<file path="src/core/sfa_pkg.sv">
// shared constants and frame types for the serial frame adc sequencer
package sfa_pkg;
  // link frame
  localparam int FRAME_BITS = 16;
  localparam int BIT_CFG = 0;
  localparam int BIT_START = 1;
  localparam int BIT_SEL_LO = 2;
  localparam int BIT_GATE = 5;
  localparam int BIT_AUX1 = 14;
  localparam int BIT_AUX2 = 15;
  localparam int CFG_BIT_INFO_FRAME_REQUEST = 1;
  localparam int CFG_BIT_SPEED = 3;
  localparam int CFG_BIT_DCSS = 4;
  localparam int OUT_BIT_INFO = 7;
  // conversion pacing
  localparam int SAMPLE_SCLK = 15;
  localparam int CONV_FRAMES_FAST = 4;
  localparam int CONV_FRAMES_SLOW = 8;
  // reset values
  localparam logic [15:0] FRAME_RST = 16'h0000;
  localparam logic [7:0] RESULT_RST = 8'h00;
  // reported input codes
  localparam logic [2:0] CODE_GEN0 = 3'h0;
  localparam logic [2:0] CODE_GEN1 = 3'h1;
  localparam logic [2:0] CODE_DIR2 = 3'h2;
  localparam logic [2:0] CODE_DIR3 = 3'h3;
  localparam logic [2:0] CODE_CHA = 3'h4;
  localparam logic [2:0] CODE_CHB = 3'h5;
  localparam logic [2:0] CODE_CHA_INV = 3'h6;
  localparam logic [2:0] CODE_CHB_INV = 3'h7;
  // register map, byte addresses
  localparam logic [3:0] REG_CTRL = 4'h0;
  localparam logic [3:0] REG_STATUS = 4'h4;
  localparam logic [3:0] REG_OUTS = 4'h8;
  localparam logic [1:0] RESP_OKAY = 2'h0;
  localparam logic [1:0] RESP_SLVERR = 2'h2;

  // normal input frame layout
  typedef struct packed {
    logic aux2;
    logic aux1;
    logic [3:0] phase;
    logic [1:0] dir_a;
    logic [1:0] dir_b;
    logic gate;
    logic [2:0] sel;
    logic start;
    logic cfg;
  } sfa_nframe_t;

  // normal output frame layout
  typedef struct packed {
    logic [7:0] result;
    logic info;
    logic [2:0] code;
    logic enc_b;
    logic enc_a;
    logic done2;
    logic done1;
  } sfa_oframe_t;

  typedef enum logic [1:0] {ST_IDLE, ST_FIRST, ST_SECOND} sfa_state_t;
endpackage

</file>
<file path="src/core/sfa_sequencer.sv">
// serial frame decoder and adc conversion sequencer with axi4-lite status port
//
// Added by the designer: register access over AXI4-Lite and the placing of the registers.
module sfa_sequencer
  import sfa_pkg::*;
(
  input wire logic aclk,
  input wire logic aresetn,
  input wire logic sclk,
  input wire logic ce_n,
  input wire logic mosi,
  output logic miso,
  output logic miso_oe_n,
  input wire logic encoder_phase_a,
  input wire logic encoder_phase_b,
  input wire logic [7:0] conv_data_in,
  output logic [2:0] conv_input_sel,
  output logic sample_hold,
  output logic [1:0] hs_out,
  output logic [1:0] ls_out,
  output logic [3:0] step_phase,
  output logic [5:0] motor_level,
  output logic [2:0] motor_force,
  output logic gate_drive_output,
  input wire logic [3:0] s_axi_awaddr,
  input wire logic s_axi_awvalid,
  output logic s_axi_awready,
  input wire logic [31:0] s_axi_wdata,
  input wire logic [3:0] s_axi_wstrb,
  input wire logic s_axi_wvalid,
  output logic s_axi_wready,
  output logic [1:0] s_axi_bresp,
  output logic s_axi_bvalid,
  input wire logic s_axi_bready,
  input wire logic [3:0] s_axi_araddr,
  input wire logic s_axi_arvalid,
  output logic s_axi_arready,
  output logic [31:0] s_axi_rdata,
  output logic [1:0] s_axi_rresp,
  output logic s_axi_rvalid,
  input wire logic s_axi_rready
);
  // two-flop synchronisers; stage 2 also feeds the edge detectors
  logic [2:0] sclk_s_r, ce_s_r, mosi_s_r;
  logic [1:0] enca_s_r, encb_s_r;
  always_ff @(posedge aclk)
  begin
    sclk_s_r <= {sclk_s_r[1:0], sclk};
    ce_s_r <= {ce_s_r[1:0], ce_n};
    mosi_s_r <= {mosi_s_r[1:0], mosi};
    enca_s_r <= {enca_s_r[0], encoder_phase_a};
    encb_s_r <= {encb_s_r[0], encoder_phase_b};
  end

  // link events
  wire active = ~ce_s_r[1];
  wire sclk_rise = active & sclk_s_r[1] & ~sclk_s_r[2];
  wire sclk_fall = active & ~sclk_s_r[1] & sclk_s_r[2];
  wire fr_start = ce_s_r[2] & ~ce_s_r[1];
  wire fr_stop = ~ce_s_r[2] & ce_s_r[1];

  logic [4:0] bit_cnt_r;
  logic [15:0] rx_r, tx_r;
  logic hold_r, speed_r, dcss_r, info_pend_r;
  logic done1_pend_r, done2_pend_r;
  logic [7:0] result_r, sampled_r;
  logic [2:0] code_r, sel_r;
  sfa_state_t state_r;
  logic [3:0] frames_r;
  logic [3:0] samp_cnt_r;
  sfa_nframe_t nf_r;

  // frame decode; short frames are dropped whole
  wire fr_done = fr_stop & (bit_cnt_r == 5'(FRAME_BITS));
  wire is_cfg = fr_done & rx_r[BIT_CFG];
  wire is_norm = fr_done & ~rx_r[BIT_CFG];
  wire start_req = is_norm & rx_r[BIT_START] & ~hold_r;
  wire [2:0] new_sel = rx_r[BIT_SEL_LO +: 3];

  // conversion pacing
  wire [3:0] conv_frames = speed_r ? 4'(CONV_FRAMES_SLOW) : 4'(CONV_FRAMES_FAST);
  wire busy = (state_r != ST_IDLE);
  wire conv_end = busy & fr_done & (frames_r == conv_frames - 4'h1);
  wire is_pair = sel_r[2];
  wire more = conv_end & (state_r == ST_FIRST) & is_pair;
  wire seq_end = conv_end & ~more;
  // a start landing on the final frame chains straight on
  wire accept = start_req & (~busy | seq_end);

  // input code for the conversion in hand
  wire enc_diff = enca_s_r[1] ^ encb_s_r[1];
  wire [2:0] auto_code = enca_s_r[1] ? (enc_diff ? CODE_CHA : CODE_CHB)
                                     : (enc_diff ? CODE_CHA_INV : CODE_CHB_INV);
  wire second = (state_r == ST_SECOND);
  logic [2:0] cur_code;
  // pair order is fixed per selection code
  always_comb
  begin
    case (sel_r)
      3'h0: cur_code = CODE_GEN0;
      3'h1: cur_code = CODE_GEN1;
      3'h4: cur_code = second ? CODE_CHB : CODE_CHA;
      3'h5: cur_code = second ? CODE_CHA_INV : CODE_CHA;
      3'h6: cur_code = second ? CODE_CHB_INV : CODE_CHB;
      3'h7: cur_code = second ? CODE_DIR3 : CODE_DIR2;
      default: cur_code = auto_code;
    endcase
  end
  assign conv_input_sel = cur_code;

  // bit counter and receive shift, msb first
  always_ff @(posedge aclk)
  begin
    if (!aresetn)
      bit_cnt_r <= 5'h00;
    else if (fr_start)
      bit_cnt_r <= 5'h00;
    else if (sclk_rise && bit_cnt_r != 5'h1f)
      bit_cnt_r <= bit_cnt_r + 5'h01;
  end

  always_ff @(posedge aclk)
  begin
    if (!aresetn)
      rx_r <= FRAME_RST;
    else if (sclk_rise)
      rx_r <= {rx_r[14:0], mosi_s_r[1]};
  end

  // returned frame, loaded at chip enable fall
  sfa_oframe_t out_w;
  assign out_w = '{result: result_r, info: 1'b0, code: code_r, enc_b: encb_s_r[1], enc_a: enca_s_r[1],
                   done2: done2_pend_r, done1: done1_pend_r};
  wire [15:0] info_w = 16'h0001 << OUT_BIT_INFO;
  always_ff @(posedge aclk)
  begin
    if (!aresetn)
      tx_r <= FRAME_RST;
    else if (fr_start)
      tx_r <= info_pend_r ? info_w : out_w;
    else if (sclk_fall)
      tx_r <= {tx_r[14:0], 1'b0};
  end
  assign miso = tx_r[15];
  assign miso_oe_n = ~active;

  // config bits
  always_ff @(posedge aclk)
  begin
    if (!aresetn)
    begin
      speed_r <= 1'b0;
      dcss_r <= 1'b0;
    end
    else if (is_cfg)
    begin
      speed_r <= rx_r[CFG_BIT_SPEED];
      dcss_r <= rx_r[CFG_BIT_DCSS];
    end
  end

  // info request serves the next frame only
  always_ff @(posedge aclk)
  begin
    if (!aresetn)
      info_pend_r <= 1'b0;
    else if (is_cfg && rx_r[CFG_BIT_INFO_FRAME_REQUEST])
      info_pend_r <= 1'b1;
    else if (fr_start)
      info_pend_r <= 1'b0;
  end

  // latched normal frame controls
  always_ff @(posedge aclk)
  begin
    if (!aresetn)
      nf_r <= FRAME_RST;
    else if (is_norm)
      nf_r <= rx_r;
  end

  // output decode; dcss low is dc mode with low side outputs
  wire [1:0] aux = {nf_r.aux2, nf_r.aux1};
  assign ls_out = dcss_r ? 2'h0 : aux;
  assign hs_out = dcss_r ? aux : 2'h0;
  assign step_phase = dcss_r ? nf_r.phase : 4'h0;
  assign motor_level = {nf_r.phase[1:0], nf_r.dir_a, nf_r.dir_b};
  assign motor_force = {~^nf_r.phase[1:0], ~^nf_r.dir_a, ~^nf_r.dir_b};
  assign gate_drive_output = nf_r.gate;

  // sequencer state
  always_ff @(posedge aclk)
  begin
    if (!aresetn)
    begin
      state_r <= ST_IDLE;
      sel_r <= 3'h0;
    end
    else if (accept)
    begin
      state_r <= ST_FIRST;
      sel_r <= new_sel;
    end
    else if (more)
      state_r <= ST_SECOND;
    else if (seq_end)
      state_r <= ST_IDLE;
  end

  // frame count per conversion
  always_ff @(posedge aclk)
  begin
    if (!aresetn || accept || conv_end)
      frames_r <= 4'h0;
    else if (busy && fr_done)
      frames_r <= frames_r + 4'h1;
  end

  // sample window counts serial clock rises
  always_ff @(posedge aclk)
  begin
    if (!aresetn || accept || more)
      samp_cnt_r <= 4'h0;
    else if (busy && sclk_rise && samp_cnt_r != 4'(SAMPLE_SCLK))
      samp_cnt_r <= samp_cnt_r + 4'h1;
  end
  assign sample_hold = busy && samp_cnt_r != 4'(SAMPLE_SCLK);

  // value held when sampling closes
  always_ff @(posedge aclk)
  begin
    if (!aresetn)
      sampled_r <= RESULT_RST;
    else if (sample_hold && sclk_rise && samp_cnt_r == 4'(SAMPLE_SCLK - 1))
      sampled_r <= conv_data_in;
  end

  // publish result and code on completion
  always_ff @(posedge aclk)
  begin
    if (!aresetn)
    begin
      result_r <= RESULT_RST;
      code_r <= 3'h0;
    end
    else if (conv_end)
    begin
      result_r <= sampled_r;
      code_r <= cur_code;
    end
  end

  // done flags: completion beats the clear by frame load
  always_ff @(posedge aclk)
  begin
    if (!aresetn)
    begin
      done1_pend_r <= 1'b0;
      done2_pend_r <= 1'b0;
    end
    else
    begin
      done1_pend_r <= (conv_end && !second) || (done1_pend_r && !fr_start);
      done2_pend_r <= (conv_end && second) || (done2_pend_r && !fr_start);
    end
  end

  // axi4-lite write path; address and data taken in either order
  logic aw_got_r, w_got_r;
  logic [3:0] awaddr_r;
  logic [31:0] wdata_r;
  logic [3:0] wstrb_r;
  assign s_axi_awready = ~aw_got_r & ~s_axi_bvalid;
  assign s_axi_wready = ~w_got_r & ~s_axi_bvalid;
  wire do_wr = aw_got_r & w_got_r & ~s_axi_bvalid;
  always_ff @(posedge aclk)
  begin
    if (!aresetn)
    begin
      aw_got_r <= 1'b0;
      w_got_r <= 1'b0;
      awaddr_r <= 4'h0;
      wdata_r <= 32'h0;
      wstrb_r <= 4'h0;
    end
    else
    begin
      if (s_axi_awvalid && s_axi_awready)
      begin
        aw_got_r <= 1'b1;
        awaddr_r <= s_axi_awaddr;
      end
      else if (do_wr)
        aw_got_r <= 1'b0;
      if (s_axi_wvalid && s_axi_wready)
      begin
        w_got_r <= 1'b1;
        wdata_r <= s_axi_wdata;
        wstrb_r <= s_axi_wstrb;
      end
      else if (do_wr)
        w_got_r <= 1'b0;
    end
  end

  // control: bit 0 blocks new starts, the status readback stays live
  always_ff @(posedge aclk)
  begin
    if (!aresetn)
    begin
      hold_r <= 1'b0;
      s_axi_bvalid <= 1'b0;
      s_axi_bresp <= RESP_OKAY;
    end
    else if (do_wr)
    begin
      if (awaddr_r == REG_CTRL && wstrb_r[0])
        hold_r <= wdata_r[0];
      s_axi_bvalid <= 1'b1;
      s_axi_bresp <= (awaddr_r == REG_CTRL) ? RESP_OKAY : RESP_SLVERR;
    end
    else if (s_axi_bready)
      s_axi_bvalid <= 1'b0;
  end

  // read path, one cycle answer
  wire [31:0] status_w = {8'h00, result_r, 1'b0, code_r, 1'b0, sel_r, 1'b0, info_pend_r,
                          dcss_r, speed_r, state_r, done2_pend_r, done1_pend_r};
  wire rd_map = s_axi_araddr == REG_CTRL || s_axi_araddr == REG_STATUS || s_axi_araddr == REG_OUTS;
  wire [31:0] rd_w = (s_axi_araddr == REG_CTRL) ? {31'h0, hold_r} :
                     (s_axi_araddr == REG_STATUS) ? status_w :
                     (s_axi_araddr == REG_OUTS) ? {16'h0, nf_r} : 32'h0;
  assign s_axi_arready = ~s_axi_rvalid;
  always_ff @(posedge aclk)
  begin
    if (!aresetn)
    begin
      s_axi_rvalid <= 1'b0;
      s_axi_rdata <= 32'h0;
      s_axi_rresp <= RESP_OKAY;
    end
    else if (s_axi_arvalid && s_axi_arready)
    begin
      s_axi_rvalid <= 1'b1;
      s_axi_rdata <= rd_w;
      s_axi_rresp <= rd_map ? RESP_OKAY : RESP_SLVERR;
    end
    else if (s_axi_rready)
      s_axi_rvalid <= 1'b0;
  end
endmodule

</file>
<file path="config.mk">
export PLATFORM = sky130hd
export DESIGN_NAME = sfa_sequencer
export DESIGN_NICKNAME = d
export VERILOG_FILES = /design/src/core/sfa_pkg.sv /design/src/core/sfa_sequencer.sv
export SDC_FILE = /design/constraint.sdc
export NUM_CORES = 1
export LEC_CHECK = 0
export BUFFER_PORTS_ARGS = -buffer_cell sky130_fd_sc_hd__buf_4
export CORE_MARGIN = 2
export CORE_UTILIZATION = 45
export CTS_BUF_LIST = sky130_fd_sc_hd__clkbuf_4
export DETAILED_ROUTE_END_ITERATION = 12
export PLACE_DENSITY = 0.68
export SYNTH_ARGS = -nofsm -noshare
export SYNTH_HDL_FRONTEND = slang
export SYNTH_SLANG_ARGS = --single-unit
</file>
<file path="constraint.sdc">
create_clock -name aclk -period 3.1 [get_ports aclk]
set_input_delay 0.465 -clock aclk [delete_from_list [all_inputs] [get_ports aclk]]
set_output_delay 0.465 -clock aclk [all_outputs]
set_load 0.02 [all_outputs]
</file>
Word level (Yosys, flattened, before mapping)
Index checks and enable logic that the tools add are counted.
Cells by class
  add/sub/neg operators: 4
  order comparisons: 0
  multiply operators: 0
  eq/ne operators: 14
  mux-type cells: 32
  shifts and indexed selects: 0
  reductions and logical operators: 44
  bitwise logic cells: 36
  divide/modulo/power cells: 0
Operators with widths (number)
  16-bit 2-to-1 mux: 4
  24-bit 2-to-1 mux: 2
  1-bit AND: 21
  2-bit 2-to-1 mux: 9
  3-bit one-hot mux with 6 select lines: 1
  1-bit logical AND: 16
  2-bit nonzero test: 8
  1-bit 2-to-1 mux: 14
  1-bit inverter: 13
  3-bit == test (second input constant): 4
  4-bit by 1-bit adder with 4-bit output (second input constant): 2
  4-bit == test (second input constant): 2
  4-bit zero test: 2
  4-bit 2-to-1 mux: 2
  1-bit logical OR: 7
  2-bit XNOR reduction: 3
  5-bit by 1-bit adder with 5-bit output (second input constant): 1
  5-bit == test (second input constant): 1
  5-bit != test (second input constant): 1
  4-bit by 3-bit == test with 1-bit output (second input constant): 1
  4-bit == test: 1
  4-bit != test (second input constant): 1
  2-bit OR reduction: 2
  4-bit by 1-bit subtractor with 4-bit output (second input constant): 1
  other kinds (9): 11
Storage, ports and cells
  output and inout port bits: 65
  input port bits: 64
  logic and storage cells: 171
  bits in registers: 149
  memories: 0
  ROM bits: 0
  RAM bits: 0
  latch bits: 0

Longest topological paths before layout
  depth in word-level cells: 13
  gate-level depth with buffers: 8
  gate-level depth less buffers: 7

Worst setup path before layout
Ideal clock, no wire load.
  kind: reg2reg
  start: register bit_cnt_r[0]
  end: register bit_cnt_r[3]
  path slack: 1.148 ns
  library setup time: 0.117 ns
  required time: 2.983 ns
  data arrival time: 1.834 ns
  buffers on the path: 0
  stages on the path, launching flop included: 8
  period minus slack after synthesis: 1.952 ns
  cell sequence: dfxtp_1 ha_1 and3_1 ha_1 nor4b_1 nand4_1 xor2_1 nor2_1
On the way
  word-level cells in the longest chain between the ends: 2
  elaborated cells between the ends (all ways): 3
  those cells by class: add/sub: 1; eq/ne: 1; reduce/logical: 1
RTL lines
  start: declaration: RTL line sfa_sequencer.sv:62  | logic [4:0] bit_cnt_r;
  start signal: assignment: RTL line sfa_sequencer.sv:119  | bit_cnt_r <= bit_cnt_r + 5'h01;
  branches (longest 2 deep; another with 5-bit by 1-bit adder with 5-bit output)
Parallel ways; which one is timed is not known.
A chain may end at the register's enable or synchronous reset.

Final worst setup path
  start: register state_r[1]
  end: output port conv_input_sel[0]
On the way
  word-level cells in the longest chain between the ends: 3
  elaborated cells between the ends (all ways): 4
  those cells by class: eq/ne: 1; mux: 3
RTL lines
  start: declaration: RTL line sfa_sequencer.sv:68  | sfa_state_t state_r;
  start signal: assignment: RTL line sfa_sequencer.sv:196  | state_r <= ST_IDLE;
  start signal: assignment: RTL line sfa_sequencer.sv:201  | state_r <= ST_FIRST;
  start signal: assignment: RTL line sfa_sequencer.sv:205  | state_r <= ST_SECOND;
  2-bit == test (*): RTL line sfa_sequencer.sv:94  | wire second = (state_r == ST_SECOND);
  1-bit 2-to-1 mux: RTL line sfa_sequencer.sv:102, sfa_sequencer.sv:105
  3-bit one-hot mux with 6 select lines (*): RTL line sfa_sequencer.sv:99  | case (sel_r)
  end: declaration: RTL line sfa_sequencer.sv:17  | output logic [2:0] conv_input_sel,
Every way passes the cells marked *; elsewhere a longest branch is shown, timed or not.

==> results summary <==
The flow ran to the end, and the final reports show no timing, DRC or antenna violations. The count of filler cells inserted in the layout came out at about 1200. The static leakage came out at about 0.0025 uW. The total overflow reported by the global router is 0. At the placement stage, the worst setup path has a slack of approximately 0.8 ns. Each instance of the synthesized netlist takes up on average ~8.8 um2. The number of design rule violations left after detail routing came out at 0. Leaving out fill and tap cells, the most frequent cell in the layout is sky130_fd_sc_hd__dfxtp_1. After detailed routing, the average wire length per cell comes to between 10 and 15 um. TritonCTS built the clock tree. The highest fanout seen on the critical path is 7. The clock-pin slew on the worst setup and hold paths came out at roughly 0.11 ns. The path class of the tightest hold or removal check is primary input to flip-flop.

By area, the combinational part of the netlist is dominated by simple AND/OR/NAND/NOR gates. In this run the power density over the cells is between 400 and 500 nW/um2. The slowest stage of the critical path is the sky130_fd_sc_hd__dfxtp_1 cell. The highest achievable clock rate came out at around 420 MHz. Max-cap violations in this run came to 0.

After detailed routing, the number of vias per cell comes to approximately 5.2. The number of unique standard cell types used by synthesis came out at roughly 50. In the synthesized netlist the async set-or-reset flop fraction comes to 0%.

The area added between synthesis and finish is 17.2%. In the synthesized netlist the dominant register cell turns out to be sky130_fd_sc_hd__dfxtp_1. The share of synthesized area in the top cell type comes to between 40% and 50%. The synthesized-area fraction occupied by and/or/nand/nor cells is between 20% and 30%. In this run, the number of DRC markers left after iteration 0 of detailed routing was around 300. The number of input and output port buffers inserted is 84. The post-detailed-placement cell area came out at around 6300 um2.

The post-synthesis mux area share is around 6.7%. Summed over all failing endpoints, the final setup total negative slack is 0 ns. In this run the register-to-register setup slack is a little over 0.8 ns. The number of hold buffers added after CTS was 5. The total clock buffers created by CTS came out at 17. The floorplan die height is 116 um. The slew at the pin closest to its max-slew limit came out at 0.881 ns. The final antenna-violating net count is 0. The H-tree generated during clock tree synthesis spans 4 levels. The initial antenna violation count is 0. The synthesized netlist devotes 14.1% of its cell area to compound gates.

The startpoint type of the worst setup path is a flip-flop. The total setup buffers inserted after CTS is 0. After Yosys synthesis, full adders, half adders and majority gates account for under 10% of the synthesized area. The data arrival time at the worst-slack endpoint is 1.92 ns. The buffer levels on the longest clock path came out at 2. The finished cells cover about 6600 um2. The least setup slack across all paths after layout is ~0.71 ns. The xor-xnor portion of the synthesized cell area is 2.17%. The number of primary I/O pins is 129.

Setup violations remaining at the end of the flow were counted as 0. The standard-cell row count is 40. The via count of the first global-routing pass was between 4000 and 5000. In the layout the commonest cells are sky130_fd_sc_hd__dfxtp_1, sky130_fd_sc_hd__nand2_1, sky130_fd_sc_hd__buf_4. The die extent in x came out at roughly 120 um.

The largest net degree at the start of global routing is between 40 and 50. Clock tree synthesis selected as its root buffer the cell sky130_fd_sc_hd__clkbuf_4. The post-cts sizing count came out at 0. The number of antenna diodes came out at 0. The count of final hold-check violations is 0.

The sequential element share of the synthesized area is roughly half. The aggregate global-route resource usage is 19.5%. The normalized max-slew margin is 40.5%.

The region available for standard cell placement spans between 10000 and 15000 um2. The floorplan die area came out at roughly 13000 um2. The first detailed-routing pass ran for 4 iterations. The max-slew violation count came out at 0.

Once the floorplan was initialized, standard cells occupied a little under half of the core. The classification of the worst setup path is flip-flop to primary output. The post-route minimum period came out at 2.39 ns. The critical path buffer and inverter count is 2.

The cell area after synthesis is 5650 um2. Summed over all instances, the cell type with the most area after synthesis is sky130_fd_sc_hd__dfxtp_1. The clock insertion delay at the later pin of the skew report is ~0.52 ns.

The post-route clock period utilization came out at between 70 and 80%. Counting flops with a built-in enable in the synthesized netlist gives 0. The total detailed-routing wirelength came out at 12700 um. The footprint of the flip-flops and latches came out at about 2800 um2. The congestion estimate from routability-driven global placement came to 0.805. The area of combinational cells with multiple inputs is roughly 2600 um2.

Data on the critical path is required at its endpoint by around 2.6 ns. Walking the worst path, the cells encountered are nor2b_1, a21boi_0, o22a_1, inv_1, buf_4. The kind of end point of the critical path is a primary output. Clock skew on the completed layout was measured at between 0.01 and 0.015 ns. On the worst path, the slowest cell contributes a delay of ~0.46 ns. The number of warnings printed during yosys synthesis came out at 0. The top cell family by delay on the critical path is flip-flops. Setup repair after global routing left no endpoint under its margin. Once detailed placement completed, the half-perimeter wirelength came to slightly below 9000 um. After synthesis the netlist holds a flip-flop and latch count of roughly 140.

Across all layers, the routed design uses 4667 vias. The post-synthesis instance total is roughly 650. The final layout contains between 700 and 800 nets. By area the synthesized netlist is led by sky130_fd_sc_hd__dfxtp_1, sky130_fd_sc_hd__nand2_1, sky130_fd_sc_hd__mux2i_1. The sink count of the clock tree came out at about 140. The maximum resistive drop on vdd came out at between 0.3 and 0.4 mV. The wire length of the first global-routing pass is around 20000 um. Once layout is complete, the utilization of the core stands at 54.6%. The fraction of final layout cells with drive strength greater than 1 came out at roughly 18%.
==> routing by layer <==
metal  part of all wire (%)  GRT usage (%)  wire length [um]  vias up
li1                       -              -                 -     2342
met1                     44           24.1              5590     2183
met2                     49           31.9              6140      120
met3                    4.8           5.96               610       22
met4                    2.4           7.70               307        0
met5                      0              0                 0        -
==> report_power, final <==
part	total, uW	internal (uW)	switching (uW)	leakage, uW
Clock	1070	472	597	0.000139
Combinational	208	82.2	126	0.00121
Sequential	1840	1820	22.2	0.00113
Total	3120	2370	745	0.00248
==> Yosys cell counts, drive strengths merged, types with 8 or more instances <==
cell and count:
a211oi 17, a21oi 65, a22oi 14, and2 8
buf 25, clkbuf 32, dfxtp 139, inv 12
mux2i 38, nand2 112, nand3 30, nor2 43
nor3 9, o21ai 28, xnor2 10
==> path summary, 6_finish.rpt <==
check | startpoint | cells past startpoint | endpoint
setup / recovery | state_r[1]$_SDFFE_PP0P_ | 5 | conv_input_sel[0]
setup reg to reg | bit_cnt_r[0]$_SDFFE_PP0P_ | 7 | bit_cnt_r[3]$_SDFFE_PP0P_
hold / removal | s_axi_rready | 2 | s_axi_rvalid$_SDFFE_PN0P_
hold reg to reg | enca_s_r[0]$_DFF_P_ | 0 | enca_s_r[1]$_DFF_P_
==> final cells by class <==
type | instances | share of cell area, %
clock inverter | 12 | 1.61
inverter | 13 | 0.738
tap | 168 | 3.18
timing repair buffer | 98 | 11.3
sequential | 139 | 42.1
multi-input combinational | 445 | 38.9
clock buffer | 19 | 2.16
==> registers in the layout (all words and copies together), names as in the netlist, 5 cells and up <==
register     flops
result_r         8
sampled_r        8
nf_r             7
rx_r            16
motor_level      6
s_axi_rdata     24
tx_r            16
bit_cnt_r        5
==> cell families (layout without fill, tap and decap cells) <==
group                    Yosys count  count (layout)
AO/OA/AOI/OAI                    136             136
XOR/XNOR                          14              14
adder cells (fa/ha/maj)            6               6
buffers and inverters             70             142
flip-flops                       139             139
multiplexers                      38              38
other                              1              10
AND/OR/NAND/NOR                  241             241
==> stage by stage <==
| stage | power [uW] | cells | hold slack [ns] |
|---|---|---|---|
| after floorplan | 2020 | 654 | 0.310 |
| after global placement | 2080 | 858 | 0.312 |
| after detailed placement | 2080 | 858 | 0.314 |
| after CTS | 3150 | 894 | 0.0712 |
| after global routing | 3270 | 894 | 0.0620 |
| final | 3120 | 894 | 0.113 |
No activity file was read; power rests on OpenSTA's default activity.
